### src/pkg/tks_map.svh
/* Register offsets, field positions, reset values and counts of the touch key scan sequencer.
   Assumes a 32-bit Avalon-MM slave with byte addresses, one register per word. */
`ifndef TKS_MAP_SVH
`define TKS_MAP_SVH
// Overview of operation
// A slot unit is 32 slot clocks, or one slot clock when bypassed.
// Slot overflow comes after (256 - preload) slot units.
// Owner bit 0 gives the data memory to the CPU, 1 to the module.
// Auto and periodic scans take memory priority until busy falls.
// Software should set the owner bit before auto or periodic scans.
// Hardware overflow sets the irq request, a software write does not.
// Software can set the overflow flag and must clear it itself.
// A mid-scan auto overflow clears counters and reloads, flag untouched.
// Auto scan end sets flag and irq and stops oscillators and counters.
// Periodic mode holds the flag low and sets it after the result store.
// Manual overflow sets flag and irq and stops oscillators and counters.
// Start low clears frequency and unit counters, not the slot counter.
// Start rising switches on the counters and the oscillators.
// Four sense keys share pins chosen by pin-share select bits.
// Mode 00 is auto, 01 manual, 10 and 11 periodic.
// Busy rises with start and falls at the end of each mode's scan.
// The slot counter loads the preload and counts units past 255.
`define TKS_OFS_PRELOAD 8'h00
`define TKS_OFS_MAIN 8'h04
`define TKS_OFS_CLKG 8'h08
`define TKS_OFS_PERIOD 8'h0C
`define TKS_OFS_REF_LO 8'h10
`define TKS_OFS_REF_HI 8'h14
`define TKS_OFS_KEY_LO 8'h18
`define TKS_OFS_KEY_HI 8'h1C
`define TKS_OFS_CAP_LO 8'h20
`define TKS_OFS_CAP_HI 8'h24
`define TKS_OFS_FILT 8'h28
`define TKS_OFS_ENAB 8'h2C
`define TKS_OFS_KSEQ 8'h30
`define TKS_OFS_TH_LO 8'h34
`define TKS_OFS_TH_HI 8'h38
`define TKS_OFS_THFS 8'h3C
`define TKS_OFS_IRQ_STAT 8'h40
`define TKS_OFS_IRQ_EN 8'h44
`define TKS_OFS_IRQ_CLR 8'h48
`define TKS_MAIN_OVF 6
`define TKS_MAIN_START 5
`define TKS_MAIN_CFOV 4
`define TKS_MAIN_R16OV 3
`define TKS_ENAB_BYPASS 7
`define TKS_ENAB_REFOSC 5
`define TKS_ENAB_KEYOSC 4
`define TKS_PERIOD_TSC 2
`define TKS_RST_MAIN 8'h02
`define TKS_RST_CLKG 8'h03
`define TKS_RST_PERIOD 3'h1
`define TKS_MASK_CLKG 8'hEF
`define TKS_MASK_FILT 8'h2F
`define TKS_MASK_ENAB 8'hBF
`define TKS_UNIT_WIDTH 5
`endif

### src/pkg/tks_pkg.sv
/* Types of the touch key scan sequencer.
   Assumes nothing beyond the constants header. */
package tks_pkg;
  typedef enum logic [2:0] {
    S_IDLE = 3'b001,
    S_RUN = 3'b010,
    S_STORE = 3'b100
  } tks_state_type;
  typedef enum logic [1:0] {
    MODE_AUTO = 2'b00,
    MODE_MANUAL = 2'b01,
    MODE_PERIODIC = 2'b10,
    MODE_PERIODIC_ALT = 2'b11
  } tks_mode_type;
endpackage

### src/pkg/tks_scan_if.sv
/* Control and count signals between the sequencer, slot timer and counters.
   Assumes all three parties run on one clock. */
`timescale 1ns/10ps
`default_nettype none
interface tks_scan_if;
  logic run;
  logic clear;
  logic reload;
  logic bypass;
  logic [7:0] preload;
  logic [1:0] prescale;
  logic key_edge;
  logic slot_ovf;
  logic [15:0] key_count;
  logic [15:0] ref_count;
  logic key_ovf;
  logic ref_ovf;
  modport ctrl (output run, clear, reload, bypass, preload, prescale, key_edge,
    input slot_ovf, key_count, ref_count, key_ovf, ref_ovf);
  modport timer (input run, clear, reload, bypass, preload, output slot_ovf);
  modport counter (input run, clear, prescale, key_edge, output key_count, ref_count, key_ovf, ref_ovf);
endinterface
`default_nettype wire

### src/hw/tks_slot_timer.sv
/* Time slot unit divider and 8-bit time slot counter.
   Assumes its controls come from the sequencer on the same clock. */
`timescale 1ns/10ps
`default_nettype none
`include "tks_map.svh"

module tks_slot_timer #(
  parameter int UNIT_W = `TKS_UNIT_WIDTH
) (
  input wire logic clk,
  input wire logic reset_n,
  tks_scan_if.timer scan
);
  logic [UNIT_W-1:0] unit_q;
  logic [7:0] slot_q;
  logic unit_done;

  assign unit_done = scan.bypass | (&unit_q);
  assign scan.slot_ovf = scan.run & unit_done & (&slot_q);

  always_ff @(posedge clk) begin
    if (!reset_n || scan.clear || scan.reload) begin
      unit_q <= '0;
    end else if (scan.run) begin
      unit_q <= unit_q + 1'b1;
    end
  end

  // Wrapping straight to the preload keeps back-to-back slots exact
  always_ff @(posedge clk) begin
    if (!reset_n) begin
      slot_q <= 8'h00;
    end else if (scan.reload || scan.slot_ovf) begin
      slot_q <= scan.preload;
    end else if (scan.run && unit_done) begin
      slot_q <= slot_q + 8'h01;
    end
  end
endmodule // tks_slot_timer
`default_nettype wire

### src/hw/tks_freq_counters.sv
/* Key count (C/F) and reference count 16-bit counters with prescaler.
   Assumes key_edge is already synchronised to clk. */
`timescale 1ns/10ps
`default_nettype none

module tks_freq_counters (
  input wire logic clk,
  input wire logic reset_n,
  tks_scan_if.counter scan
);
  logic [15:0] key_q;
  logic [15:0] ref_q;
  logic [2:0] div_q;
  logic ref_tick;

  always_comb begin
    unique case (scan.prescale)
      2'b00: ref_tick = 1'b1;
      2'b01: ref_tick = div_q[0];
      2'b10: ref_tick = &div_q[1:0];
      2'b11: ref_tick = &div_q;
    endcase
  end

  // Clear wins over counting so a slot boundary never leaks a count
  always_ff @(posedge clk) begin
    if (!reset_n || scan.clear) begin
      key_q <= 16'h0000;
      ref_q <= 16'h0000;
      div_q <= 3'h0;
    end else if (scan.run) begin
      div_q <= div_q + 3'h1;
      if (scan.key_edge) begin
        key_q <= key_q + 16'h0001;
      end
      if (ref_tick) begin
        ref_q <= ref_q + 16'h0001;
      end
    end
  end

  assign scan.key_count = key_q;
  assign scan.ref_count = ref_q;
  assign scan.key_ovf = scan.run & scan.key_edge & (&key_q);
  assign scan.ref_ovf = scan.run & ref_tick & (&ref_q);
endmodule // tks_freq_counters
`default_nettype wire

### src/hw/tks_scan_sequencer.sv
/* Touch key scan sequencer top: Avalon-MM register file, scan state machine,
   flags, data memory ownership and interrupt.
   Assumes one 125 MHz clock, a synchronous active-low reset and key oscillator
   signals that arrive asynchronously on SENSE_INPUTS. */
// Register access over Avalon-MM and the register offsets were chosen for this implementation.
`timescale 1ns/10ps
`default_nettype none
`include "tks_map.svh"

module tks_scan_sequencer (
  // Clock and reset
  input wire logic CLK,
  input wire logic RESET_N,
  // Avalon-MM register slave
  input wire logic [7:0] AVS_ADDRESS,
  input wire logic AVS_READ,
  input wire logic AVS_WRITE,
  input wire logic [31:0] AVS_WRITEDATA,
  output logic [31:0] AVS_READDATA,
  output logic AVS_WAITREQUEST,
  // Touch key pins
  input wire logic [3:0] SENSE_INPUTS,
  output logic [3:0] PIN_SHARE_SEL,
  output logic KEY_OSC_EN,
  output logic REF_OSC_EN,
  // Data memory ownership and interrupt
  output logic DATA_RAM_MODULE,
  output logic RESULT_STORE,
  output logic IRQ
);
  localparam logic [7:0] RST_MAIN = `TKS_RST_MAIN;

  tks_scan_if scan ();

  tks_pkg::tks_state_type state_q;
  logic [7:0] preload_q;
  logic owner_q;
  logic ovf_flag_q;
  logic start_q;
  logic cfov_q;
  logic r16ov_q;
  logic [1:0] mode_q;
  logic busy_q;
  logic [7:0] clkg_q;
  logic [2:0] period_q;
  logic [7:0] cap_lo_q;
  logic [1:0] cap_hi_q;
  logic [7:0] filt_q;
  logic [7:0] enab_q;
  logic [7:0] kseq_q;
  logic [15:0] th_q;
  logic [3:0] ths_q;
  logic [3:0] thf_q;
  logic [1:0] irq_stat_q;
  logic [1:0] irq_en_q;
  logic slot_idx_q;
  logic [3:0] scan_cnt_q;
  logic prio_q;
  logic [3:0] key_s1_q;
  logic [3:0] key_s2_q;
  logic [3:0] key_s3_q;
  logic [31:0] rdata;
  logic wr_en;
  logic wr_main;
  logic start_rise;
  logic start_fall;
  logic manual;
  logic periodic;
  logic [1:0] key_sel;
  logic slot_end;
  logic last_slot;
  logic last_scan;
  logic thr_hit;
  logic finish;
  logic thr_stop;
  logic next_slot;
  logic next_scan;
  logic store_go;
  logic hw_flag_set;

  tks_slot_timer u_timer (
    .clk(CLK),
    .reset_n(RESET_N),
    .scan(scan)
  );

  tks_freq_counters u_counters (
    .clk(CLK),
    .reset_n(RESET_N),
    .scan(scan)
  );

  // Bus slave: every access answers one cycle after it is seen
  assign wr_en = AVS_WRITE & ~AVS_WAITREQUEST;
  assign wr_main = wr_en && (AVS_ADDRESS == `TKS_OFS_MAIN);

  always_ff @(posedge CLK) begin
    if (!RESET_N) begin
      AVS_WAITREQUEST <= 1'b1;
    end else if ((AVS_READ || AVS_WRITE) && AVS_WAITREQUEST) begin
      AVS_WAITREQUEST <= 1'b0;
    end else begin
      AVS_WAITREQUEST <= 1'b1;
    end
  end

  always_comb begin
    rdata = 32'h0000_0000;
    case (AVS_ADDRESS)
      `TKS_OFS_PRELOAD: rdata[7:0] = preload_q;
      `TKS_OFS_MAIN: rdata[7:0] = {owner_q, ovf_flag_q, start_q, cfov_q, r16ov_q, mode_q, busy_q};
      `TKS_OFS_CLKG: rdata[7:0] = clkg_q;
      `TKS_OFS_PERIOD: rdata[2:0] = period_q;
      `TKS_OFS_REF_LO: rdata[7:0] = scan.ref_count[7:0];
      `TKS_OFS_REF_HI: rdata[7:0] = scan.ref_count[15:8];
      `TKS_OFS_KEY_LO: rdata[7:0] = scan.key_count[7:0];
      `TKS_OFS_KEY_HI: rdata[7:0] = scan.key_count[15:8];
      `TKS_OFS_CAP_LO: rdata[7:0] = cap_lo_q;
      `TKS_OFS_CAP_HI: rdata[1:0] = cap_hi_q;
      `TKS_OFS_FILT: rdata[7:0] = filt_q;
      `TKS_OFS_ENAB: rdata[7:0] = enab_q;
      `TKS_OFS_KSEQ: rdata[7:0] = kseq_q;
      `TKS_OFS_TH_LO: rdata[7:0] = th_q[7:0];
      `TKS_OFS_TH_HI: rdata[7:0] = th_q[15:8];
      `TKS_OFS_THFS: rdata[7:0] = {thf_q, ths_q};
      `TKS_OFS_IRQ_STAT: rdata[1:0] = irq_stat_q;
      `TKS_OFS_IRQ_EN: rdata[1:0] = irq_en_q;
      default: rdata = 32'h0000_0000;
    endcase
  end

  always_ff @(posedge CLK) begin
    if (!RESET_N) begin
      AVS_READDATA <= 32'h0000_0000;
    end else if (AVS_READ && AVS_WAITREQUEST) begin
      AVS_READDATA <= rdata;
    end
  end

  // Plain configuration registers
  always_ff @(posedge CLK) begin
    if (!RESET_N) begin
      preload_q <= 8'h00;
      clkg_q <= `TKS_RST_CLKG;
      period_q <= `TKS_RST_PERIOD;
      cap_lo_q <= 8'h00;
      cap_hi_q <= 2'h0;
      filt_q <= 8'h00;
      enab_q <= 8'h00;
      kseq_q <= 8'h00;
      th_q <= 16'h0000;
      ths_q <= 4'h0;
      irq_en_q <= 2'h0;
    end else if (wr_en) begin
      case (AVS_ADDRESS)
        `TKS_OFS_PRELOAD: preload_q <= AVS_WRITEDATA[7:0];
        `TKS_OFS_CLKG: clkg_q <= AVS_WRITEDATA[7:0] & `TKS_MASK_CLKG;
        `TKS_OFS_PERIOD: period_q <= AVS_WRITEDATA[2:0];
        `TKS_OFS_CAP_LO: cap_lo_q <= AVS_WRITEDATA[7:0];
        `TKS_OFS_CAP_HI: cap_hi_q <= AVS_WRITEDATA[1:0];
        `TKS_OFS_FILT: filt_q <= AVS_WRITEDATA[7:0] & `TKS_MASK_FILT;
        `TKS_OFS_ENAB: enab_q <= AVS_WRITEDATA[7:0] & `TKS_MASK_ENAB;
        `TKS_OFS_KSEQ: kseq_q <= AVS_WRITEDATA[7:0];
        `TKS_OFS_TH_LO: th_q[7:0] <= AVS_WRITEDATA[7:0];
        `TKS_OFS_TH_HI: th_q[15:8] <= AVS_WRITEDATA[7:0];
        `TKS_OFS_THFS: ths_q <= AVS_WRITEDATA[3:0];
        `TKS_OFS_IRQ_EN: irq_en_q <= AVS_WRITEDATA[1:0];
        default: ;
      endcase
    end
  end

  // Software-owned fields of the main control register
  always_ff @(posedge CLK) begin
    if (!RESET_N) begin
      owner_q <= RST_MAIN[7];
      start_q <= RST_MAIN[5];
      mode_q <= RST_MAIN[2:1];
    end else if (wr_main) begin
      owner_q <= AVS_WRITEDATA[7];
      start_q <= AVS_WRITEDATA[`TKS_MAIN_START];
      mode_q <= AVS_WRITEDATA[2:1];
    end
  end

  // Sense pins are asynchronous: two flops, then a third for edge detection
  always_ff @(posedge CLK) begin
    if (!RESET_N) begin
      key_s1_q <= 4'h0;
      key_s2_q <= 4'h0;
      key_s3_q <= 4'h0;
    end else begin
      key_s1_q <= SENSE_INPUTS;
      key_s2_q <= key_s1_q;
      key_s3_q <= key_s2_q;
    end
  end

  assign start_rise = wr_main & AVS_WRITEDATA[`TKS_MAIN_START] & ~start_q;
  assign start_fall = wr_main & ~AVS_WRITEDATA[`TKS_MAIN_START] & start_q;
  assign manual = (mode_q == tks_pkg::MODE_MANUAL);
  assign periodic = mode_q[1];
  assign key_sel = slot_idx_q ? kseq_q[3:2] : kseq_q[1:0];
  assign slot_end = (state_q == tks_pkg::S_RUN) & scan.slot_ovf;
  assign last_slot = period_q[`TKS_PERIOD_TSC] | slot_idx_q;
  assign last_scan = (scan_cnt_q == ((4'h1 << period_q[1:0]) - 4'h1));
  assign thr_hit = periodic & enab_q[key_sel] &
    (ths_q[key_sel] ? (scan.key_count > th_q) : (scan.key_count < th_q));
  assign finish = slot_end & (manual | (last_slot & ~periodic));
  assign thr_stop = slot_end & thr_hit;
  assign next_slot = slot_end & ~manual & ~last_slot & ~thr_hit;
  assign next_scan = slot_end & periodic & last_slot & ~last_scan & ~thr_hit;
  assign store_go = slot_end & periodic & last_slot & last_scan & ~thr_hit;
  assign hw_flag_set = finish | (state_q == tks_pkg::S_STORE);

  assign scan.run = (state_q == tks_pkg::S_RUN);
  assign scan.clear = start_fall | next_slot | next_scan;
  assign scan.reload = start_rise;
  assign scan.bypass = enab_q[`TKS_ENAB_BYPASS];
  assign scan.preload = preload_q;
  assign scan.prescale = clkg_q[3:2];
  assign scan.key_edge = key_s2_q[key_sel] & ~key_s3_q[key_sel] & enab_q[key_sel];

  always_ff @(posedge CLK) begin
    if (!RESET_N) begin
      state_q <= tks_pkg::S_IDLE;
    end else if (start_fall) begin
      state_q <= tks_pkg::S_IDLE;
    end else begin
      unique case (state_q)
        tks_pkg::S_IDLE: if (start_rise) state_q <= tks_pkg::S_RUN;
        tks_pkg::S_RUN: begin
          if (finish || thr_stop) begin
            state_q <= tks_pkg::S_IDLE;
          end else if (store_go) begin
            state_q <= tks_pkg::S_STORE;
          end
        end
        tks_pkg::S_STORE: state_q <= tks_pkg::S_IDLE;
      endcase
    end
  end

  always_ff @(posedge CLK) begin
    if (!RESET_N) begin
      busy_q <= 1'b0;
    end else if (start_fall) begin
      busy_q <= 1'b0;
    end else if (start_rise) begin
      busy_q <= 1'b1;
    end else if (finish || thr_stop || state_q == tks_pkg::S_STORE) begin
      busy_q <= 1'b0;
    end
  end

  always_ff @(posedge CLK) begin
    if (!RESET_N || start_rise) begin
      slot_idx_q <= 1'b0;
      scan_cnt_q <= 4'h0;
    end else if (next_slot) begin
      slot_idx_q <= 1'b1;
    end else if (next_scan) begin
      slot_idx_q <= 1'b0;
      scan_cnt_q <= scan_cnt_q + 4'h1;
    end
  end

  // Priority follows the mode written with start; dropped once back in idle
  always_ff @(posedge CLK) begin
    if (!RESET_N) begin
      prio_q <= 1'b0;
    end else if (start_rise) begin
      prio_q <= (AVS_WRITEDATA[2:1] != tks_pkg::MODE_MANUAL);
    end else if (state_q == tks_pkg::S_IDLE) begin
      prio_q <= 1'b0;
    end
  end

  // Hardware sets win over software clears in every flag
  always_ff @(posedge CLK) begin
    if (!RESET_N) begin
      ovf_flag_q <= RST_MAIN[`TKS_MAIN_OVF];
      cfov_q <= RST_MAIN[`TKS_MAIN_CFOV];
      r16ov_q <= RST_MAIN[`TKS_MAIN_R16OV];
    end else begin
      if (hw_flag_set) begin
        ovf_flag_q <= 1'b1;
      end else if (periodic && (start_rise || busy_q)) begin
        ovf_flag_q <= 1'b0;
      end else if (wr_main) begin
        ovf_flag_q <= AVS_WRITEDATA[`TKS_MAIN_OVF];
      end
      if (scan.key_ovf) begin
        cfov_q <= 1'b1;
      end else if (wr_main && !AVS_WRITEDATA[`TKS_MAIN_CFOV]) begin
        cfov_q <= 1'b0;
      end
      if (scan.ref_ovf) begin
        r16ov_q <= 1'b1;
      end else if (wr_main && !AVS_WRITEDATA[`TKS_MAIN_R16OV]) begin
        r16ov_q <= 1'b0;
      end
    end
  end

  always_ff @(posedge CLK) begin
    if (!RESET_N) begin
      thf_q <= 4'h0;
    end else begin
      for (int k = 0; k < 4; k++) begin
        if (thr_stop && key_sel == 2'(k)) begin
          thf_q[k] <= 1'b1;
        end else if (wr_en && AVS_ADDRESS == `TKS_OFS_THFS && !AVS_WRITEDATA[k+4]) begin
          thf_q[k] <= 1'b0;
        end
      end
    end
  end

  // Status bit 0 is the overflow request, bit 1 the threshold event
  always_ff @(posedge CLK) begin
    if (!RESET_N) begin
      irq_stat_q <= 2'h0;
    end else begin
      irq_stat_q <= (irq_stat_q & ~((wr_en && AVS_ADDRESS == `TKS_OFS_IRQ_CLR) ? AVS_WRITEDATA[1:0] : 2'h0))
        | {thr_stop, hw_flag_set};
    end
  end

  // Output flops; ownership lags its cause by one cycle
  always_ff @(posedge CLK) begin
    if (!RESET_N) begin
      IRQ <= 1'b0;
      PIN_SHARE_SEL <= 4'h0;
      KEY_OSC_EN <= 1'b0;
      REF_OSC_EN <= 1'b0;
      DATA_RAM_MODULE <= 1'b0;
      RESULT_STORE <= 1'b0;
    end else begin
      IRQ <= |(irq_stat_q & irq_en_q);
      PIN_SHARE_SEL <= enab_q[3:0];
      KEY_OSC_EN <= busy_q & enab_q[`TKS_ENAB_KEYOSC];
      REF_OSC_EN <= busy_q & enab_q[`TKS_ENAB_REFOSC];
      DATA_RAM_MODULE <= owner_q | prio_q;
      RESULT_STORE <= store_go;
    end
  end
endmodule // tks_scan_sequencer
`default_nettype wire

### config.mk
export PLATFORM = sky130hd
export DESIGN_NAME = tks_scan_sequencer
export DESIGN_NICKNAME = d
export VERILOG_FILES = /design/src/pkg/tks_pkg.sv /design/src/pkg/tks_scan_if.sv /design/src/hw/tks_slot_timer.sv /design/src/hw/tks_freq_counters.sv /design/src/hw/tks_scan_sequencer.sv
export VERILOG_INCLUDE_DIRS = /design/src /design/src/pkg
export SDC_FILE = /design/constraint.sdc
export NUM_CORES = 1
export LEC_CHECK = 0
export BUFFER_PORTS_ARGS = -buffer_cell sky130_fd_sc_hd__buf_2
export CAP_MARGIN = 0
export CORE_MARGIN = 2
export CORE_UTILIZATION = 30
export CTS_CLUSTER_DIAMETER = 100
export DETAILED_ROUTE_END_ITERATION = 10
export PLACE_DENSITY = 0.55
export SLEW_MARGIN = 15
export SYNTH_ARGS = -nofsm -noshare
export SYNTH_HDL_FRONTEND = slang
export SYNTH_SLANG_ARGS = --single-unit
### constraint.sdc
create_clock -name CLK -period 2.6 [get_ports CLK]
set_input_delay 0.26 -clock CLK [delete_from_list [all_inputs] [get_ports CLK]]
set_output_delay 0.26 -clock CLK [all_outputs]
set_load 0.02 [all_outputs]
# After elaboration in Yosys (flattened, before gate mapping)
# Index checks and enable logic that the tools add are counted.
op_classes:
  addsub: 7
  order_cmp: 4
  eq_ne: 32
  shifts: 1
  mux: 43
  bitwise_logic: 52
  reduce_logical: 69
op_table:
  columns: ["cell", "n"]
  rows:
  - ["$pmux 5 s14", 1]
  - ["$eq 8x6->1 const B", 8]
  - ["$pmux 2 s18", 1]
  - ["$reduce_and 2->1", 17]
  - ["$add 16x1->16 const B", 2]
  - ["$eq 8x5->1 const B", 4]
  - ["$reduce_and 16->1", 2]
  - ["$and 1x1->1", 30]
  - ["$mux 1", 27]
  - ["$eq 8x7->1 const B", 3]
  - ["$reduce_bool 2->1", 10]
  - ["$logic_and 1x1->1", 17]
  - ["$eq 8x4->1 const B", 2]
  - ["$gt 16x16->1", 1]
  - ["$lt 16x16->1", 1]
  - ["$mux 8", 2]
  - ["$pmux 1 s15", 1]
  - ["$not 1->1", 11]
  - ["$mux 3", 3]
  - ["$pmux 3 s3", 1]
  - ["$add 8x1->8 const B", 1]
  - ["$bmux 1 s2", 4]
  - ["$eq 2x2->1 const B", 4]
  - ["$eq 8x3->1 const B", 1]
  - ["30 further kinds", 54]
totals:
  reg_bits: 171
  input_bits: 48

# Logic depth before layout (Yosys ltp)
# Gate-level depths: netlist of run 1.
depth:
  depth_word: 12
  depth_mapped: 10
  depth_no_buf: 9

# Hierarchy
# A second synthesis of run 1 with hierarchy kept.
hier_totals:
  hier_cells: 1030
  area_unflattened_um2: 8762.2
modules_own_cells:
  columns: ["module", "n_inst", "cells_each", "area_each_um2", "seq_area_each_um2"]
  rows:
  - ["tks_scan_sequencer", 1, 742, 6294.8, 2462.4]
  - ["tks_freq_counters", 1, 195, 1699.1, 700.7]
  - ["tks_slot_timer", 1, 93, 768.2, 260.2]

# Worst setup path before layout of run 1
# Ideal clock, no wire load.
synth_path:
  path_kind: "register to register"
  startpoint: "reg th_q[1]"
  endpoint: "reg scan_cnt_q[3]"
  arrival_time_ns: 2.565
  t_required_ns: 2.530
  setup_slack_ns: -0.035
  path_stages_with_launch: 11
  path_buffers: 1
  synth_period_minus_slack_ns: 2.635
  path_cell_list: "dfxtp_1 inv_1 ha_1 nor2b_1 o211ai_2 a2111oi_0 or4_1 mux2_4 buf_6 or4_1 a21oi_1"
synth_between:
  elab_chain_cells: 7
  elab_cells_between_ends: 9
synth_rtl:
  columns: ["item", "line_no", "text"]
  rows:
  - ["start, declared", "tks_scan_sequencer.sv:51", "logic [15:0] th_q;"]
  - ["start signal, assigned", "tks_scan_sequencer.sv:164", "`TKS_OFS_TH_LO: th_q[7:0] <= AVS_WRITEDATA[7:0];"]
  - ["$lt 16x16->1 / $gt 16x16->1 (equally long branches)", "tks_scan_sequencer.sv:208", "(ths_q[key_sel] ? (scan.key_count > th_q) : (scan.key_count < th_q));"]
  - ["$mux 1 (*)", "tks_scan_sequencer.sv:208", null]
  - ["$and 1x1->1 (*)", "tks_scan_sequencer.sv:207", "assign thr_hit = periodic & enab_q[key_sel] &"]
  - ["$not 1->1 (*)", "tks_scan_sequencer.sv:211, tks_scan_sequencer.sv:212", null]
  - ["$and 1x1->1", "tks_scan_sequencer.sv:211", "assign next_slot = slot_end & ~manual & ~last_slot & ~thr_hit;"]
  - ["$not 1->1 (no line)", null, null]
  - ["$reduce_and 2->1 (no line) (*)", null, null]
  - ["end signal, assigned", "tks_scan_sequencer.sv:264", "scan_cnt_q <= scan_cnt_q + 4'h1;"]
  - ["end, declared", "tks_scan_sequencer.sv:57", "logic [3:0] scan_cnt_q;"]
# Mark *: on every way between the ends. The rest lies on a longest branch, timed or not.
# A chain may end at the register's enable or synchronous reset.

# Final worst setup path of run 1
layout_path:
  startpoint: "reg u_counters.key_q[1] (netlist: u_counters.scan.key_count[1])"
  endpoint: "reg u_counters.ref_q[10] (netlist: u_counters.scan.ref_count[10])"
layout_between:
  elab_chain_cells: 8
  elab_cells_between_ends: 10
layout_rtl:
  columns: ["item", "line_no", "text"]
  rows:
  - ["start, declared", "tks_freq_counters.sv:11", "logic [15:0] key_q;"]
  - ["start signal, assigned", "tks_freq_counters.sv:34", "key_q <= key_q + 16'h0001;"]
  - ["$lt 16x16->1 / $gt 16x16->1 (equally long branches)", "tks_scan_sequencer.sv:208", null]
  - ["$mux 1 (*)", "tks_scan_sequencer.sv:208", null]
  - ["$and 1x1->1 (*)", "tks_scan_sequencer.sv:207", null]
  - ["$not 1->1 (*)", "tks_scan_sequencer.sv:211, tks_scan_sequencer.sv:212", null]
  - ["$and 1x1->1", "tks_scan_sequencer.sv:211", null]
  - ["$or 1x1->1", "tks_scan_sequencer.sv:217", "assign scan.clear = start_fall | next_slot | next_scan;"]
  - ["$or 1x1->1 (*)", "tks_scan_sequencer.sv:217", null]
  - ["$logic_or 1x1->1 (*)", "tks_freq_counters.sv:27", "if (!reset_n || scan.clear) begin"]
  - ["end signal, assigned", "tks_freq_counters.sv:37", "ref_q <= ref_q + 16'h0001;"]
  - ["end, declared", "tks_freq_counters.sv:12", "logic [15:0] ref_q;"]
# Marks and branches as above.

==> results of run 1 <==
==> where the power goes <==
group | internal, W | switching (W)
sequential | 0.00263 | 0.00000802
clock | 0.00139 | 0.00121
combinational | 0.000110 | 0.000258
==> critical path: stages (launching register included) <==
cell	delay, ps
sky130_fd_sc_hd__dfxtp_4	370
sky130_fd_sc_hd__ha_4	240
sky130_fd_sc_hd__nor2b_4	120
sky130_fd_sc_hd__o211ai_2	180
sky130_fd_sc_hd__a2111oi_4	100
sky130_fd_sc_hd__or4_4	440
sky130_fd_sc_hd__mux2_4	370
sky130_fd_sc_hd__o41ai_4	200
sky130_fd_sc_hd__buf_4	170
sky130_fd_sc_hd__buf_8	130
sky130_fd_sc_hd__buf_12	110
sky130_fd_sc_hd__buf_16	120
sky130_fd_sc_hd__nor2_1	40
==> layout make-up <==
class                      count  area, um^2  share of cell area (%)
multi-input combinational    796        5050                    46.5
tap                          378         473                    4.36
inverter                      25        93.8                   0.865
clock buffer                  18         439                    4.05
sequential                   171        3450                    31.8
timing repair buffer         152        1200                    11.1
clock inverter                14         148                    1.36
==> routing by layer <==
| metal | vias to the layer above | wire, um | track usage, % |
|---|---|---|---|
| li1 | 3916 | - | - |
| met1 | 3976 | 13400 | 27.7 |
| met4 | 0 | 1000 | 7.10 |
| met3 | 56 | 2150 | 3.41 |
| met2 | 356 | 13600 | 31.1 |
| met5 | - | 0 | 0 |
==> sequential cells by signal, summed over array words and instances (netlist names), 3 cells and up <==
signal	cells
th_q	16
u_counters.scan.key_count	16
u_counters.scan.ref_count	16
AVS_READDATA	8
cap_lo_q	8
kseq_q	8
preload_q	8
u_timer.slot_q	8
clkg_q	7
enab_q	7
filt_q	5
u_timer.unit_q	5
PIN_SHARE_SEL	4
key_s1_q	4
key_s2_q	4
key_s3_q	4
scan_cnt_q	4
thf_q	4
ths_q	4
period_q	3
state_q	3
u_counters.div_q	3
==> stage by stage <==
stage | hold slack [ps] | total power (W) | util, %
after floorplan | 376 | 0.00291 | -
after global placement | 422 | 0.00303 | 34.7
after detailed placement | 419 | 0.00303 | 34.7
after CTS | 14.6 | 0.00564 | 38.3
after global routing | 24.5 | 0.00578 | 38.7
final | 27.7 | 0.00561 | 38.7
==> kinds of logic (layout without fill, tap and decap cells) <==
group | after synthesis | count (layout) | synth area share (%)
other cells | 1 | 24 | 0.0437
mux | 49 | 49 | 6.21
compound gates | 223 | 223 | 16.3
xor+xnor | 38 | 38 | 3.88
buf+inv | 113 | 209 | 6.20
simple gates | 438 | 438 | 24.0
fa+ha+maj | 24 | 24 | 3.50
flops | 171 | 171 | 39.9
==> layout by cell type (no fill, tap or decap), types with 7 or more instances in the layout <==
master	netlist	routed
sky130_fd_sc_hd__xor2_1	16	16
sky130_fd_sc_hd__nand4_1	14	14
sky130_fd_sc_hd__nand3_1	81	81
sky130_fd_sc_hd__and2_1	21	21
sky130_fd_sc_hd__a22oi_1	22	22
sky130_fd_sc_hd__buf_2	6	41
sky130_fd_sc_hd__o22ai_1	8	8
sky130_fd_sc_hd__ha_4	0	11
sky130_fd_sc_hd__conb_1	1	24
sky130_fd_sc_hd__nor3_1	31	31
sky130_fd_sc_hd__dfxtp_1	171	155
sky130_fd_sc_hd__buf_4	24	97
sky130_fd_sc_hd__nor2b_1	13	12
sky130_fd_sc_hd__inv_1	24	19
sky130_fd_sc_hd__nor2_1	89	82
sky130_fd_sc_hd__and3_1	17	17
sky130_fd_sc_hd__ha_1	24	13
sky130_fd_sc_hd__dfxtp_2	0	15
sky130_fd_sc_hd__nand2_1	141	140
sky130_fd_sc_hd__xnor2_1	22	22
sky130_fd_sc_hd__mux2i_1	36	35
sky130_fd_sc_hd__a21oi_1	91	86
sky130_fd_sc_hd__mux2_2	10	10
sky130_fd_sc_hd__a22o_1	7	7
sky130_fd_sc_hd__clkbuf_16	0	17
sky130_fd_sc_hd__o21ai_0	42	42
==> repair_timing <==
action | in CTS | in global routing
buffers inserted | 11 | 2
gates cloned | 3 | 0
pin swaps | 8 | 8
gates resized for setup | 59 | 22
endpoints found under the setup margin | 50 | 52
==> how the worst max path moves through the flow <==
| stage | slack (ps) | cells past startpoint | startpoint | to |
|---|---|---|---|---|
| 6_report | -120 | 12 | u_counters.scan.key_count[1] | u_counters.scan.ref_count[10] |
| 5_1_grt | -200 | 12 | u_counters.scan.key_count[1] | u_counters.scan.ref_count[8] |
| 4_1_cts | -80 | 12 | u_counters.scan.key_count[1] | u_counters.scan.ref_count[8] |
| 3_5_place_dp | -200 | 10 | th_q[5] | u_counters.scan.ref_count[2] |
| 3_3_place_gp | -180 | 10 | th_q[5] | u_counters.div_q[0] |
| 2_1_floorplan | 20 | 10 | th_q[9] | scan_cnt_q[3] |
==> impl_table.tex, run 1 <==
\begin{tabular}{lr}
\hline
Metric & Value \\
\hline
\multicolumn{2}{l}{\textbf{Clock network}} \\
\quad Worst-case clock buffer depth & 2 \\
\quad Number of clock sinks & around 170 \\
\quad Worst-skew pair later-pin latency & around 440 ps \\
\quad TritonCTS clock tree & yes \\
\quad Deepest level of the CTS H-tree & 4 \\
\quad Number of hold buffers added after cts & 0 \\
\quad Post-CTS clock slew at the launch and capture registers of the worst setup and hold paths & about 70 ps \\
\quad Number of buffers inserted during clock tree synthesis & 17 \\
\quad Root cell of the clock tree & sky130\_fd\_sc\_hd\_\_clkbuf\_16 \\
\multicolumn{2}{l}{\textbf{Yosys}} \\
\quad Share of the synthesized area in the top cell type & 39.9\% \\
\quad Fraction of the yosys area taken by sequential cells & 39.9\% \\
\quad Number of enable-type register cells in the synthesized netlist & 0 \\
\quad Library cell occupying the most area in the post-synthesis netlist & sky130\_fd\_sc\_hd\_\_dfxtp\_1 \\
\quad Post-Synthesis Cells & between 1000 and 1500 \\
\quad Count of warnings emitted by yosys & 0 \\
\quad Combined area of all synthesized cells & $\sim$0.0086 mm\^{}2 \\
\quad Top area cells in the synthesized netlist & sky130\_fd\_sc\_hd\_\_dfxtp\_1, sky130\_fd\_sc\_hd\_\_nand2\_1, sky130\_fd\_sc\_hd\_\_a21oi\_1 \\
\quad Total of flip-flops plus latches after synthesis & approximately 170 \\
\quad Top cells by instance count after synthesis & sky130\_fd\_sc\_hd\_\_dfxtp\_1, sky130\_fd\_sc\_hd\_\_nand2\_1, sky130\_fd\_sc\_hd\_\_a21oi\_1 \\
\quad Distinct cell type count of the synthesized netlist & 65 \\
\quad Post-synthesis area per instance & 8.12 um\^{}2 \\
\quad Most numerous cell in the Yosys netlist & sky130\_fd\_sc\_hd\_\_dfxtp\_1 \\
\quad Top FF cell, synth & sky130\_fd\_sc\_hd\_\_dfxtp\_1 \\
\quad Async set-or-reset flop fraction in the synthesized netlist & 0\% \\
\multicolumn{2}{l}{\textbf{Detailed routing}} \\
\quad Final WL & a little over 30000 um \\
\quad Number of vias per cell & 5.34 \\
\quad Number of routed nets with antenna violations & 0 \\
\quad Violation count after the first detailed-route iteration & 842 \\
\quad DRC viols & 0 \\
\quad Average routed wire per standard cell & between 15 and 20 um \\
\quad Number of vias after detailed routing & 8304 \\
\quad First drt pass iteration count & 6 \\
\multicolumn{2}{l}{\textbf{STA}} \\
\quad Transition time at the pin with the least slew margin & around 610 ps \\
\quad RSZ-0062 raised after global routing & true \\
\quad Worst-case clock skew & between 10 and 15 ps \\
\quad Final period util & 104\% \\
\quad Setup Viol. Count Final & 42 \\
\quad Sum Neg Setup Slack & -3430 ps \\
\quad Final Hold Violating Endpoints & 0 \\
\quad Setup slack of the critical path after layout & -115 ps \\
\quad Minimum clock period after layout & 2720 ps \\
\quad Number of slew-limit violations in the final report & 0 \\
\quad Headroom to the max-slew limit & about three fifths \\
\quad Achievable frequency & $\sim$370 MHz \\
\multicolumn{2}{l}{\textbf{Power and ir drop}} \\
\quad Cell Pwr Density & 517 mW/mm\^{}2 \\
\quad Reported leakage power & roughly 4 nW \\
\quad Maximum VDD drop & approximately 0.00045 V \\
\multicolumn{2}{l}{\textbf{Floorplanning}} \\
\quad Overall die area & 0.0300 mm\^{}2 \\
\quad Count of pins on the block boundary & 90 \\
\quad Vertical die dimension & around 170 um \\
\quad Row count & 61 \\
\quad Horizontal extent of the die & $\sim$170 um \\
\quad Core area & roughly 0.028 mm\^{}2 \\
\quad Starting Density & 30.6\% \\
\multicolumn{2}{l}{\textbf{Place}} \\
\quad Post-Place Setup Slack & -202 ps \\
\quad Buffers on Ports & 41 \\
\quad Detailed placer's ending HPWL & roughly 22000 um \\
\quad Last weighted congestion value of the routability-driven placer & slightly below 1 \\
\quad DP Cell Count & $\sim$1500 \\
\quad Placed standard-cell area & a little under 0.01 mm\^{}2 \\
\multicolumn{2}{l}{\textbf{Critical path}} \\
\quad Kind of start point of the critical path & flop \\
\quad Critical register-to-register path endpoint & u\_counters.scan.ref\_count[10] \\
\quad Data arrival time of the critical path & 3040 ps \\
\quad Endpoint type of the worst setup path & flop \\
\quad Required time reported for the critical path endpoint & slightly below 3000 ps \\
\quad Worst reg2reg startpoint & u\_counters.scan.key\_count[1] \\
\quad Classification of the worst setup path & flop to flop \\
\quad FF-to-FF setup slack & -120 ps \\
\quad FF-to-FF path depth & 12 \\
\quad CP Max Fanout & 9 \\
\multicolumn{2}{l}{\textbf{Global routing}} \\
\quad Total Routing Usage GR & roughly a fifth \\
\quad Via count of the first global-routing pass & roughly 8000 \\
\quad Antenna violations before repair & 0 \\
\quad Wire length of the first global-routing pass & $\sim$46000 um \\
\quad Largest net degree at the start of global routing & 70 \\
\quad Sum of overflow across all layers after global routing & 0 \\
\multicolumn{2}{l}{\textbf{Run status}} \\
\quad Result of the run & finished with violations \\
\quad Violations in the final reports & negative setup slack \\
\multicolumn{2}{l}{\textbf{Final layout}} \\
\quad Number of fillers in the final layout & 2862 \\
\quad Post-Layout Inst Area & 0.0108 mm\^{}2 \\
\quad Area Overhead vs Synth & 26.4\% \\
\quad Filler-free cell count of the finished design & roughly 1600 \\
\quad Nets & 1235 \\
\quad Antenna cell count & 0 \\
\quad Fraction of final layout cells with drive strength greater than 1 & 22.7\% \\
\multicolumn{2}{l}{\textbf{Hold path}} \\
\quad Path type of the worst min-delay path & primary input to flop \\
\quad Number of instances on the worst hold path & 2 \\
\quad Worst hold start & SENSE\_INPUTS[1] \\
\quad Hold Path Sink & key\_s1\_q[1] \\
\multicolumn{2}{l}{\textbf{Job}} \\
\quad Max-cap violations & 0 \\
\hline
\end{tabular}
Note: power is estimated with default switching activity, not from simulation.
==> run 2: changes to the inputs <==
Settings changed: CTS_CLUSTER_SIZE set to 10, SETUP_SLACK_MARGIN set to 0.2.
==> impl_table.tex, run 2 (synthesis gave the netlist of run 1 again) <==
\begin{tabular}{lr}
\hline
Metric & Value \\
\hline
\multicolumn{2}{l}{\textbf{Detailed routing}} \\
\quad Average routed wire per standard cell & 20.0 um (+3.2\%) \\
\quad First drt pass iteration count & 6 (unchanged) \\
\quad Number of routed nets with antenna violations & 0 (unchanged) \\
\quad Violation count after the first detailed-route iteration & 835 (-0.83\%) \\
\quad DRC viols & 0 (unchanged) \\
\quad Final WL & 31500 um (+4.3\%) \\
\quad Number of vias after detailed routing & 8337 (+0.40\%) \\
\quad Number of vias per cell & 5.31 (-0.69\%) \\
\multicolumn{2}{l}{\textbf{Critical path}} \\
\quad Slowest cell on the critical path & sky130\_fd\_sc\_hd\_\_or4\_4 \\
\quad Most used cell, CP & sky130\_fd\_sc\_hd\_\_buf\_6 \\
\quad Kind of start point of the critical path & flop \\
\quad Endpoint type of the worst setup path & flop \\
\quad Delay contributed by the slowest stage of the critical path & 580 ps (+140 ps) \\
\quad CP Max Fanout & 6 (-3) \\
\quad Required time reported for the critical path endpoint & 2930 ps (about the same) \\
\quad Ordered list of cells on the worst path & inv\_2 -> ha\_4 -> nand4\_1 -> buf\_4 -> a211oi\_2 -> or4\_4 -> mux2\_4 -> o41ai\_4 -> buf\_6 -> buf\_6 -> clkbuf\_16 -> nor2\_1 \\
\quad Classification of the worst setup path & flop to flop \\
\quad Data arrival time of the critical path & 3030 ps (about the same) \\
\quad FF-to-FF path depth & 12 (unchanged) \\
\multicolumn{2}{l}{\textbf{Floorplanning}} \\
\quad Horizontal extent of the die & 173 um (unchanged) \\
\quad Row count & 61 (unchanged) \\
\quad Core area & 0.0280 mm\^{}2 (unchanged) \\
\quad Overall die area & 0.0300 mm\^{}2 (unchanged) \\
\quad Starting Density & 30.6\% (unchanged) \\
\quad Vertical die dimension & 173 um (unchanged) \\
\quad Count of pins on the block boundary & 90 (unchanged) \\
\multicolumn{2}{l}{\textbf{Final layout}} \\
\quad Antenna cell count & 0 (unchanged) \\
\quad Most used cells in the layout excluding fill and tap cells & sky130\_fd\_sc\_hd\_\_dfxtp\_1, sky130\_fd\_sc\_hd\_\_nand2\_1, sky130\_fd\_sc\_hd\_\_buf\_4, sky130\_fd\_sc\_hd\_\_a21oi\_1, sky130\_fd\_sc\_hd\_\_nand3\_1 \\
\quad Core utilization of the finished layout & 40.2\% (+1.5 points) \\
\quad Most common cell after layout, fill and taps aside & sky130\_fd\_sc\_hd\_\_dfxtp\_1 \\
\quad Nets & 1252 (+1.4\%) \\
\quad Number of fillers in the final layout & 2817 (-1.6\%) \\
\quad Filler-free cell count of the finished design & 1571 (+1.1\%) \\
\quad Fraction of final layout cells with drive strength greater than 1 & 26.7\% (+4.0 points) \\
\quad Post-Layout Inst Area & 0.0113 mm\^{}2 (+3.8\%) \\
\quad Area Overhead vs Synth & 31.3\% \\
\multicolumn{2}{l}{\textbf{STA}} \\
\quad Final Hold Violating Endpoints & 0 (unchanged) \\
\quad Setup Viol. Count Final & 42 (unchanged) \\
\quad Minimum clock period after layout & 2690 ps (-20.4 ps) \\
\quad Worst-case clock skew & 14.2 ps (+2.58 ps) \\
\quad Setup slack of the critical path after layout & -94.9 ps (+20.4 ps) \\
\quad Headroom to the max-slew limit & 39.2\% (-20 points) \\
\quad Transition time at the pin with the least slew margin & 910 ps (+300 ps) \\
\quad Achievable frequency & 371 MHz (+0.76\%) \\
\quad RSZ-0062 raised after global routing & true \\
\quad Number of slew-limit violations in the final report & 0 (unchanged) \\
\quad Final period util & 104\% (-0.78 points) \\
\quad Sum Neg Setup Slack & -3100 ps (+325 ps) \\
\multicolumn{2}{l}{\textbf{Power and ir drop}} \\
\quad Clock Power Share & 46.0\% (-0.4 points) \\
\quad Cell Pwr Density & 501 mW/mm\^{}2 (-3.1\%) \\
\quad Reported leakage power & 4.14 nW (+2.7\%) \\
\quad Internal & 0.00419 W (+1.5\%) \\
\quad Maximum VDD drop & 0.000477 V (+6.8\%) \\
\quad Net Switching & 0.00145 W (-1.8\%) \\
\quad Switching share of power & 25.7\% (-0.63 points) \\
\quad Fraction of power consumed by sequential logic & 46.8\% (-0.3 points) \\
\quad Combinational share of power & 7.1\% (+0.5 points) \\
\multicolumn{2}{l}{\textbf{Place}} \\
\quad DP Cell Count & 1514 (+0.33\%) \\
\quad Last weighted congestion value of the routability-driven placer & 0.999 (+1.2\%) \\
\quad Detailed placer's ending HPWL & 22200 um (+1.8\%) \\
\quad Buffers on Ports & 41 (unchanged) \\
\quad Placed standard-cell area & 0.00975 mm\^{}2 (+0.30\%) \\
\multicolumn{2}{l}{\textbf{Clock network}} \\
\quad Number of clock sinks & 171 (unchanged) \\
\quad Number of buffers inserted during clock tree synthesis & 17 (unchanged) \\
\quad Worst-case clock buffer depth & 2 (unchanged) \\
\quad Root cell of the clock tree & sky130\_fd\_sc\_hd\_\_clkbuf\_16 \\
\quad Deepest level of the CTS H-tree & 4 (unchanged) \\
\quad Post-CTS clock slew at the launch and capture registers of the worst setup and hold paths & 70 ps (about the same) \\
\quad TritonCTS clock tree & yes \\
\quad Worst-skew pair later-pin latency & 440 ps (about the same) \\
\multicolumn{2}{l}{\textbf{Global routing}} \\
\quad Total Routing Usage GR & 20.6\% (+0.60 points) \\
\quad Via count of the first global-routing pass & 7792 (+0.28\%) \\
\quad Wire length of the first global-routing pass & 46900 um (+1.3\%) \\
\quad Largest net degree at the start of global routing & 45 (-36\%) \\
\quad Sum of overflow across all layers after global routing & 0 (unchanged) \\
\quad Antenna violations before repair & 1 (+1) \\
\multicolumn{2}{l}{\textbf{Run status}} \\
\quad Violations in the final reports & negative setup slack \\
\quad Result of the run & finished with violations \\
\multicolumn{2}{l}{\textbf{Job}} \\
\quad Max-cap violations & 0 (unchanged) \\
\multicolumn{2}{l}{\textbf{Hold path}} \\
\quad Path type of the worst min-delay path & primary input to flop \\
\quad Number of instances on the worst hold path & 2 (unchanged) \\
\hline
\end{tabular}
==> run 2: cell types whose count changed in the layout (fill, tap and decap cells not counted), sizes merged <==
cell,previous run,this run
bufinv,1,2
clkinvlp,2,3
clkbuf,18,19
buf,152,167
inv,35,30
clkinv,1,5
==> run 2: power groups by stage <==
stage,Sequential (W),Clock (W),Combinational [W]
after global placement,0.00270,0,0.000330
final,0.00264,0.00260,0.000402
after CTS,0.00264,0.00264,0.000374
after floorplan,0.00271,0,0.000203
after detailed placement,0.00270,0,0.000329
after global routing,0.00264,0.00276,0.000418
==> run 2: layout make-up <==
| type | instances | area [um^2] | share of cell area (%) |
|---|---|---|---|
| Multi-Input combinational cell | 796 | 5270 | 46.8 |
| Sequential cell | 171 | 3450 | 30.6 |
| Timing Repair Buffer | 169 | 1390 | 12.3 |
| Tap cell | 378 | 473 | 4.20 |
| Clock buffer | 17 | 425 | 3.78 |
| Clock inverter | 15 | 161 | 1.43 |
| Inverter | 25 | 93.8 | 0.833 |
==> run 2: metal layers <==
metal	wire length [um]	vias to the layer above	share of wire, %	global-route usage [%]
met3	2100	60	6.7	3.87
met2	14500	315	46	32.0
met5	11	-	0.035	0
met4	909	2	2.9	8.26
met1	14000	4016	44	28.0
li1	-	3944	-	-
==> run 2: worst paths after layout <==
kind / startpoint / endpoint / slack (ps)
hold / removal: SENSE_INPUTS[1] / key_s1_q[1] / 30
setup reg to reg: th_q[15] / u_counters.scan.ref_count[3] / -90
setup / recovery: th_q[15] / u_counters.scan.ref_count[3] / -90
hold reg to reg: key_s1_q[1] / key_s2_q[1] / 430
==> run 2: what timing repair did <==
| item | CTS | global route |
|---|---|---|
| resized for setup | 60 | 78 |
| buffers inserted | 10 | 8 |
| setup endpoints to repair | 56 | 59 |
| cloned | 5 | 2 |
| pin swaps | 9 | 35 |
| hold buffers | 0 | 0 |
==> run 2: per-stage QoR <==
| step | power (W) | setup WS, ps | hold slack (ps) |
|---|---|---|---|
| after floorplan | 0.00291 | 54.5 | 376 |
| after global placement | 0.00303 | -161 | 421 |
| after detailed placement | 0.00303 | -226 | 421 |
| after CTS | 0.00566 | -50.8 | 15.1 |
| after global routing | 0.00582 | -163 | 21.2 |
| final | 0.00564 | -94.9 | 26.5 |
==> run 2: worst max-delay path: cells and delay by family, from the launching register on <==
family | cells | cell delay (ps)
compound gates | 2 | 260
buf+inv | 5 | 670
flops | 1 | 340
mux | 1 | 360
simple gates | 3 | 730
fa+ha+maj | 1 | 230
==> run 3: changes to the inputs <==
Settings changed: GPL_TIMING_DRIVEN set to 0, HOLD_SLACK_MARGIN set to 0.1, SYNTH_HIERARCHICAL set to 1.
==> impl_table.tex, run 3 <==
\begin{tabular}{lr}
\hline
Metric & Value \\
\hline
\multicolumn{2}{l}{\textbf{Run status}} \\
\quad Result of the run & finished with violations \\
\quad Violations in the final reports & negative setup slack \\
\multicolumn{2}{l}{\textbf{Yosys}} \\
\quad Combined area of all synthesized cells & 0.00876 mm\^{}2 (+2.1\%) \\
\quad Count of warnings emitted by yosys & 6 (+6) \\
\quad Fraction of the yosys area taken by sequential cells & 39.1\% (-0.83 points) \\
\quad Async set-or-reset flop fraction in the synthesized netlist & 0\% (unchanged) \\
\quad Distinct cell type count of the synthesized netlist & 80 (+23\%) \\
\quad Top area cells in the synthesized netlist & sky130\_fd\_sc\_hd\_\_dfxtp\_1, sky130\_fd\_sc\_hd\_\_a21boi\_0, sky130\_fd\_sc\_hd\_\_nand3\_1 \\
\quad Most numerous cell in the Yosys netlist & sky130\_fd\_sc\_hd\_\_dfxtp\_1 \\
\quad Post-Synthesis Cells & 1030 (-2.6\%) \\
\quad Share of the synthesized area in the top cell type & 39.1\% (-0.83 points) \\
\quad Top FF cell, synth & sky130\_fd\_sc\_hd\_\_dfxtp\_1 \\
\quad Total of flip-flops plus latches after synthesis & 171 (unchanged) \\
\quad Library cell occupying the most area in the post-synthesis netlist & sky130\_fd\_sc\_hd\_\_dfxtp\_1 \\
\quad Post-synthesis area per instance & 8.51 um\^{}2 (+4.8\%) \\
\quad Top cells by instance count after synthesis & sky130\_fd\_sc\_hd\_\_dfxtp\_1, sky130\_fd\_sc\_hd\_\_nand2\_1, sky130\_fd\_sc\_hd\_\_nand3\_1 \\
\quad Number of enable-type register cells in the synthesized netlist & 0 (unchanged) \\
\multicolumn{2}{l}{\textbf{Clock network}} \\
\quad Deepest level of the CTS H-tree & 4 (unchanged) \\
\quad Post-CTS clock slew at the launch and capture registers of the worst setup and hold paths & 70 ps (about the same) \\
\quad Number of buffers inserted during clock tree synthesis & 17 (unchanged) \\
\quad Number of clock sinks & 171 (unchanged) \\
\quad Worst-skew pair later-pin latency & 440 ps (about the same) \\
\quad Worst-case clock buffer depth & 2 (unchanged) \\
\quad Root cell of the clock tree & sky130\_fd\_sc\_hd\_\_clkbuf\_16 \\
\quad TritonCTS clock tree & yes \\
\multicolumn{2}{l}{\textbf{Final layout}} \\
\quad Core utilization of the finished layout & 38.4\% (-1.8 points) \\
\quad Nets & 1224 (-2.2\%) \\
\quad Filler-free cell count of the finished design & 1548 (-1.5\%) \\
\quad Area Overhead vs Synth & 25.9\% \\
\quad Most used cells in the layout excluding fill and tap cells & sky130\_fd\_sc\_hd\_\_dfxtp\_1, sky130\_fd\_sc\_hd\_\_nand2\_1, sky130\_fd\_sc\_hd\_\_nand3\_1, sky130\_fd\_sc\_hd\_\_nor2\_1, sky130\_fd\_sc\_hd\_\_a21boi\_0 \\
\quad Fraction of final layout cells with drive strength greater than 1 & 23.0\% (-3.7 points) \\
\quad Area occupied by registers & 0.00349 mm\^{}2 (+1.2\%) \\
\quad Multi-input gate area & 0.00529 mm\^{}2 (+0.36\%) \\
\quad Number of fillers in the final layout & 2944 (+4.5\%) \\
\quad Antenna cell count & 0 (unchanged) \\
\quad Most common cell after layout, fill and taps aside & sky130\_fd\_sc\_hd\_\_dfxtp\_1 \\
\multicolumn{2}{l}{\textbf{Critical path}} \\
\quad Required time reported for the critical path endpoint & 2930 ps (about the same) \\
\quad Delay contributed by the slowest stage of the critical path & 380 ps (-200 ps) \\
\quad Kind of start point of the critical path & flop \\
\quad Launching instance or port of the critical path & th\_q[14] \\
\quad Classification of the worst setup path & flop to flop \\
\quad Slowest cell on the critical path & sky130\_fd\_sc\_hd\_\_a221o\_1 \\
\quad Endpoint type of the worst setup path & flop \\
\quad CP bufs+invs & 3 (-2) \\
\quad Data arrival time of the critical path & 3300 ps (+270 ps) \\
\quad Worst reg2reg startpoint & th\_q[14] \\
\quad Kind of cell with the highest combined delay on the critical path & compound AO/OA/AOI/OAI gates \\
\quad FF-to-FF setup slack & -370 ps (-270 ps) \\
\quad CP Max Fanout & 5 (-1) \\
\quad Ordered list of cells on the worst path & inv\_2 -> ha\_4 -> a21oi\_2 -> nand2\_1 -> a221o\_1 -> nor3\_4 -> mux2\_4 -> o31ai\_4 -> buf\_6 -> nand2b\_4 -> clkbuf\_16 -> nor2\_2 -> a31o\_2 \\
\multicolumn{2}{l}{\textbf{Detailed routing}} \\
\quad Average routed wire per standard cell & 19.8 um (-1.0\%) \\
\quad Final WL & 30700 um (-2.5\%) \\
\quad Number of vias per cell & 5.36 (+0.93\%) \\
\quad Number of routed nets with antenna violations & 0 (unchanged) \\
\quad Number of vias after detailed routing & 8291 (-0.55\%) \\
\quad Violation count after the first detailed-route iteration & 837 (+0.24\%) \\
\quad DRC viols & 0 (unchanged) \\
\quad First drt pass iteration count & 5 (-1) \\
\multicolumn{2}{l}{\textbf{Floorplanning}} \\
\quad Core area & 0.0287 mm\^{}2 (+2.5\%) \\
\quad Horizontal extent of the die & 175 um (+1.0\%) \\
\quad Row count & 62 (+1.6\%) \\
\quad Vertical die dimension & 175 um (+1.0\%) \\
\quad Count of pins on the block boundary & 90 (unchanged) \\
\quad Overall die area & 0.0306 mm\^{}2 (+2.1\%) \\
\quad Starting Density & 30.5\% (-0.11 points) \\
\multicolumn{2}{l}{\textbf{Global routing}} \\
\quad Antenna violations before repair & 1 (unchanged) \\
\quad Wire length of the first global-routing pass & 45700 um (-2.6\%) \\
\quad Largest net degree at the start of global routing & 17 (-62\%) \\
\quad Sum of overflow across all layers after global routing & 0 (unchanged) \\
\quad Total Routing Usage GR & 19.8\% (-0.75 points) \\
\quad Via count of the first global-routing pass & 7554 (-3.1\%) \\
\multicolumn{2}{l}{\textbf{Place}} \\
\quad DP Cell Count & 1471 (-2.8\%) \\
\quad Last weighted congestion value of the routability-driven placer & 0.928 (-7.1\%) \\
\quad Buffers on Ports & 34 (-17\%) \\
\quad Detailed placer's ending HPWL & 22300 um (+0.47\%) \\
\multicolumn{2}{l}{\textbf{Power and ir drop}} \\
\quad Power, Total & 0.00552 W (-2.1\%) \\
\quad Reported leakage power & 4.04 nW (-2.4\%) \\
\quad Maximum VDD drop & 0.000334 V (-30\%) \\
\quad Cell Pwr Density & 500 mW/mm\^{}2 (about the same) \\
\multicolumn{2}{l}{\textbf{STA}} \\
\quad Setup Viol. Count Final & 53 (+26\%) \\
\quad Final period util & 114\% (+11 points) \\
\quad Number of slew-limit violations in the final report & 0 (unchanged) \\
\quad Final Hold Violating Endpoints & 0 (unchanged) \\
\quad Headroom to the max-slew limit & 30.6\% (-8.6 points) \\
\quad Worst-case clock skew & 10.7 ps (-3.48 ps) \\
\quad Minimum clock period after layout & 2970 ps (+275 ps) \\
\quad Transition time at the pin with the least slew margin & 1030 ps (+121 ps) \\
\quad Sum Neg Setup Slack & -12680 ps (-9580 ps) \\
\quad Achievable frequency & 337 MHz (-9.3\%) \\
\quad Setup slack of the critical path after layout & -370 ps (-275 ps) \\
\quad RSZ-0062 raised after global routing & true \\
\multicolumn{2}{l}{\textbf{Hold path}} \\
\quad Path type of the worst min-delay path & primary input to flop \\
\quad Worst hold start & AVS\_WRITEDATA[2] \\
\multicolumn{2}{l}{\textbf{Job}} \\
\quad Max-cap violations & 0 (unchanged) \\
\hline
\end{tabular}
==> run 3: changes by cell type in the layout (fill, tap and decap cells not counted), sizes merged, moves of 17 or more <==
cell    delta
a22oi     +17
clkbuf    +41
buf       -56
a21boi    +57
nand2     -29
a21oi     -49
nor3      -18
==> run 3: repair_timing <==
| action | 4_1_cts | 5_1_grt |
|---|---|---|
| setup endpoints to repair | 67 | 66 |
| hold buffers | 6 | 0 |
| setup buffers | 19 | 20 |
| gates cloned | 0 | 1 |
| resized for setup | 51 | 63 |
| hold endpoints to repair | 5 | 0 |
| pin swaps | 8 | 25 |
==> run 3: path summary, 6_finish.rpt <==
check / to / depth (start not counted)
min: clkg_q[2] / 3
max reg2reg: u_counters/scan.ref_count[10] / 13
max: u_counters/scan.ref_count[10] / 13
min reg2reg: key_s2_q[1] / 1
==> run 3: area by class of cell <==
type                    instances  share of cell area, %
clock inverters                12                   1.05
multi-input cells             776                   48.0
well taps                     384                   4.36
repair buffers                 80                   5.12
plain buffers                  79                   4.81
flip-flops and latches        171                   31.7
inverters                      27                  0.919
clock buffers                  19                   4.11
==> run 3: logic make-up after synthesis <==
logic type | count (synthesis) | synth area share, %
simple gates | 420 | 24.4
buf+inv | 106 | 6.21
fa+ha+maj | 24 | 3.43
compound gates | 253 | 20.6
flops | 171 | 39.1
mux | 35 | 4.30
other cells | 1 | 0.0428
xor+xnor | 20 | 2.00
==> run 3: worst min-delay path, cell delays in order <==
cell	delay (ps)
sky130_fd_sc_hd__buf_2	120
sky130_fd_sc_hd__mux2i_1	70
sky130_fd_sc_hd__nor2b_1	90
==> run 3: metal layers <==
layer | vias up | global-route usage (%) | wire, um
li1 | 3947 | - | -
met1 | 3967 | 26.2 | 13200
met2 | 313 | 30.9 | 14100
met3 | 64 | 5.31 | 2380
met4 | 0 | 7.36 | 980
met5 | - | 0 | 0
==> run 3: where the power goes <==
part / switching, W / internal (W) / total [W] / leakage, nW
Clock: 0.00114 / 0.00137 / 0.00251 / 0.276
Combinational: 0.000236 / 0.000128 / 0.000364 / 2.37
Sequential: 0.0000173 / 0.00263 / 0.00264 / 1.40
==> run 3: metrics by stage <==
stage                     instance area (um^2)  worst slack [ps]  hold WS [ps]
after CTS                                10600              -464           117
after detailed placement                  9680              -740           427
after global routing                     11000              -431           161
after global placement                    9680              -722           425
final                                    11000              -370           145
after floorplan                           9030              42.1           376
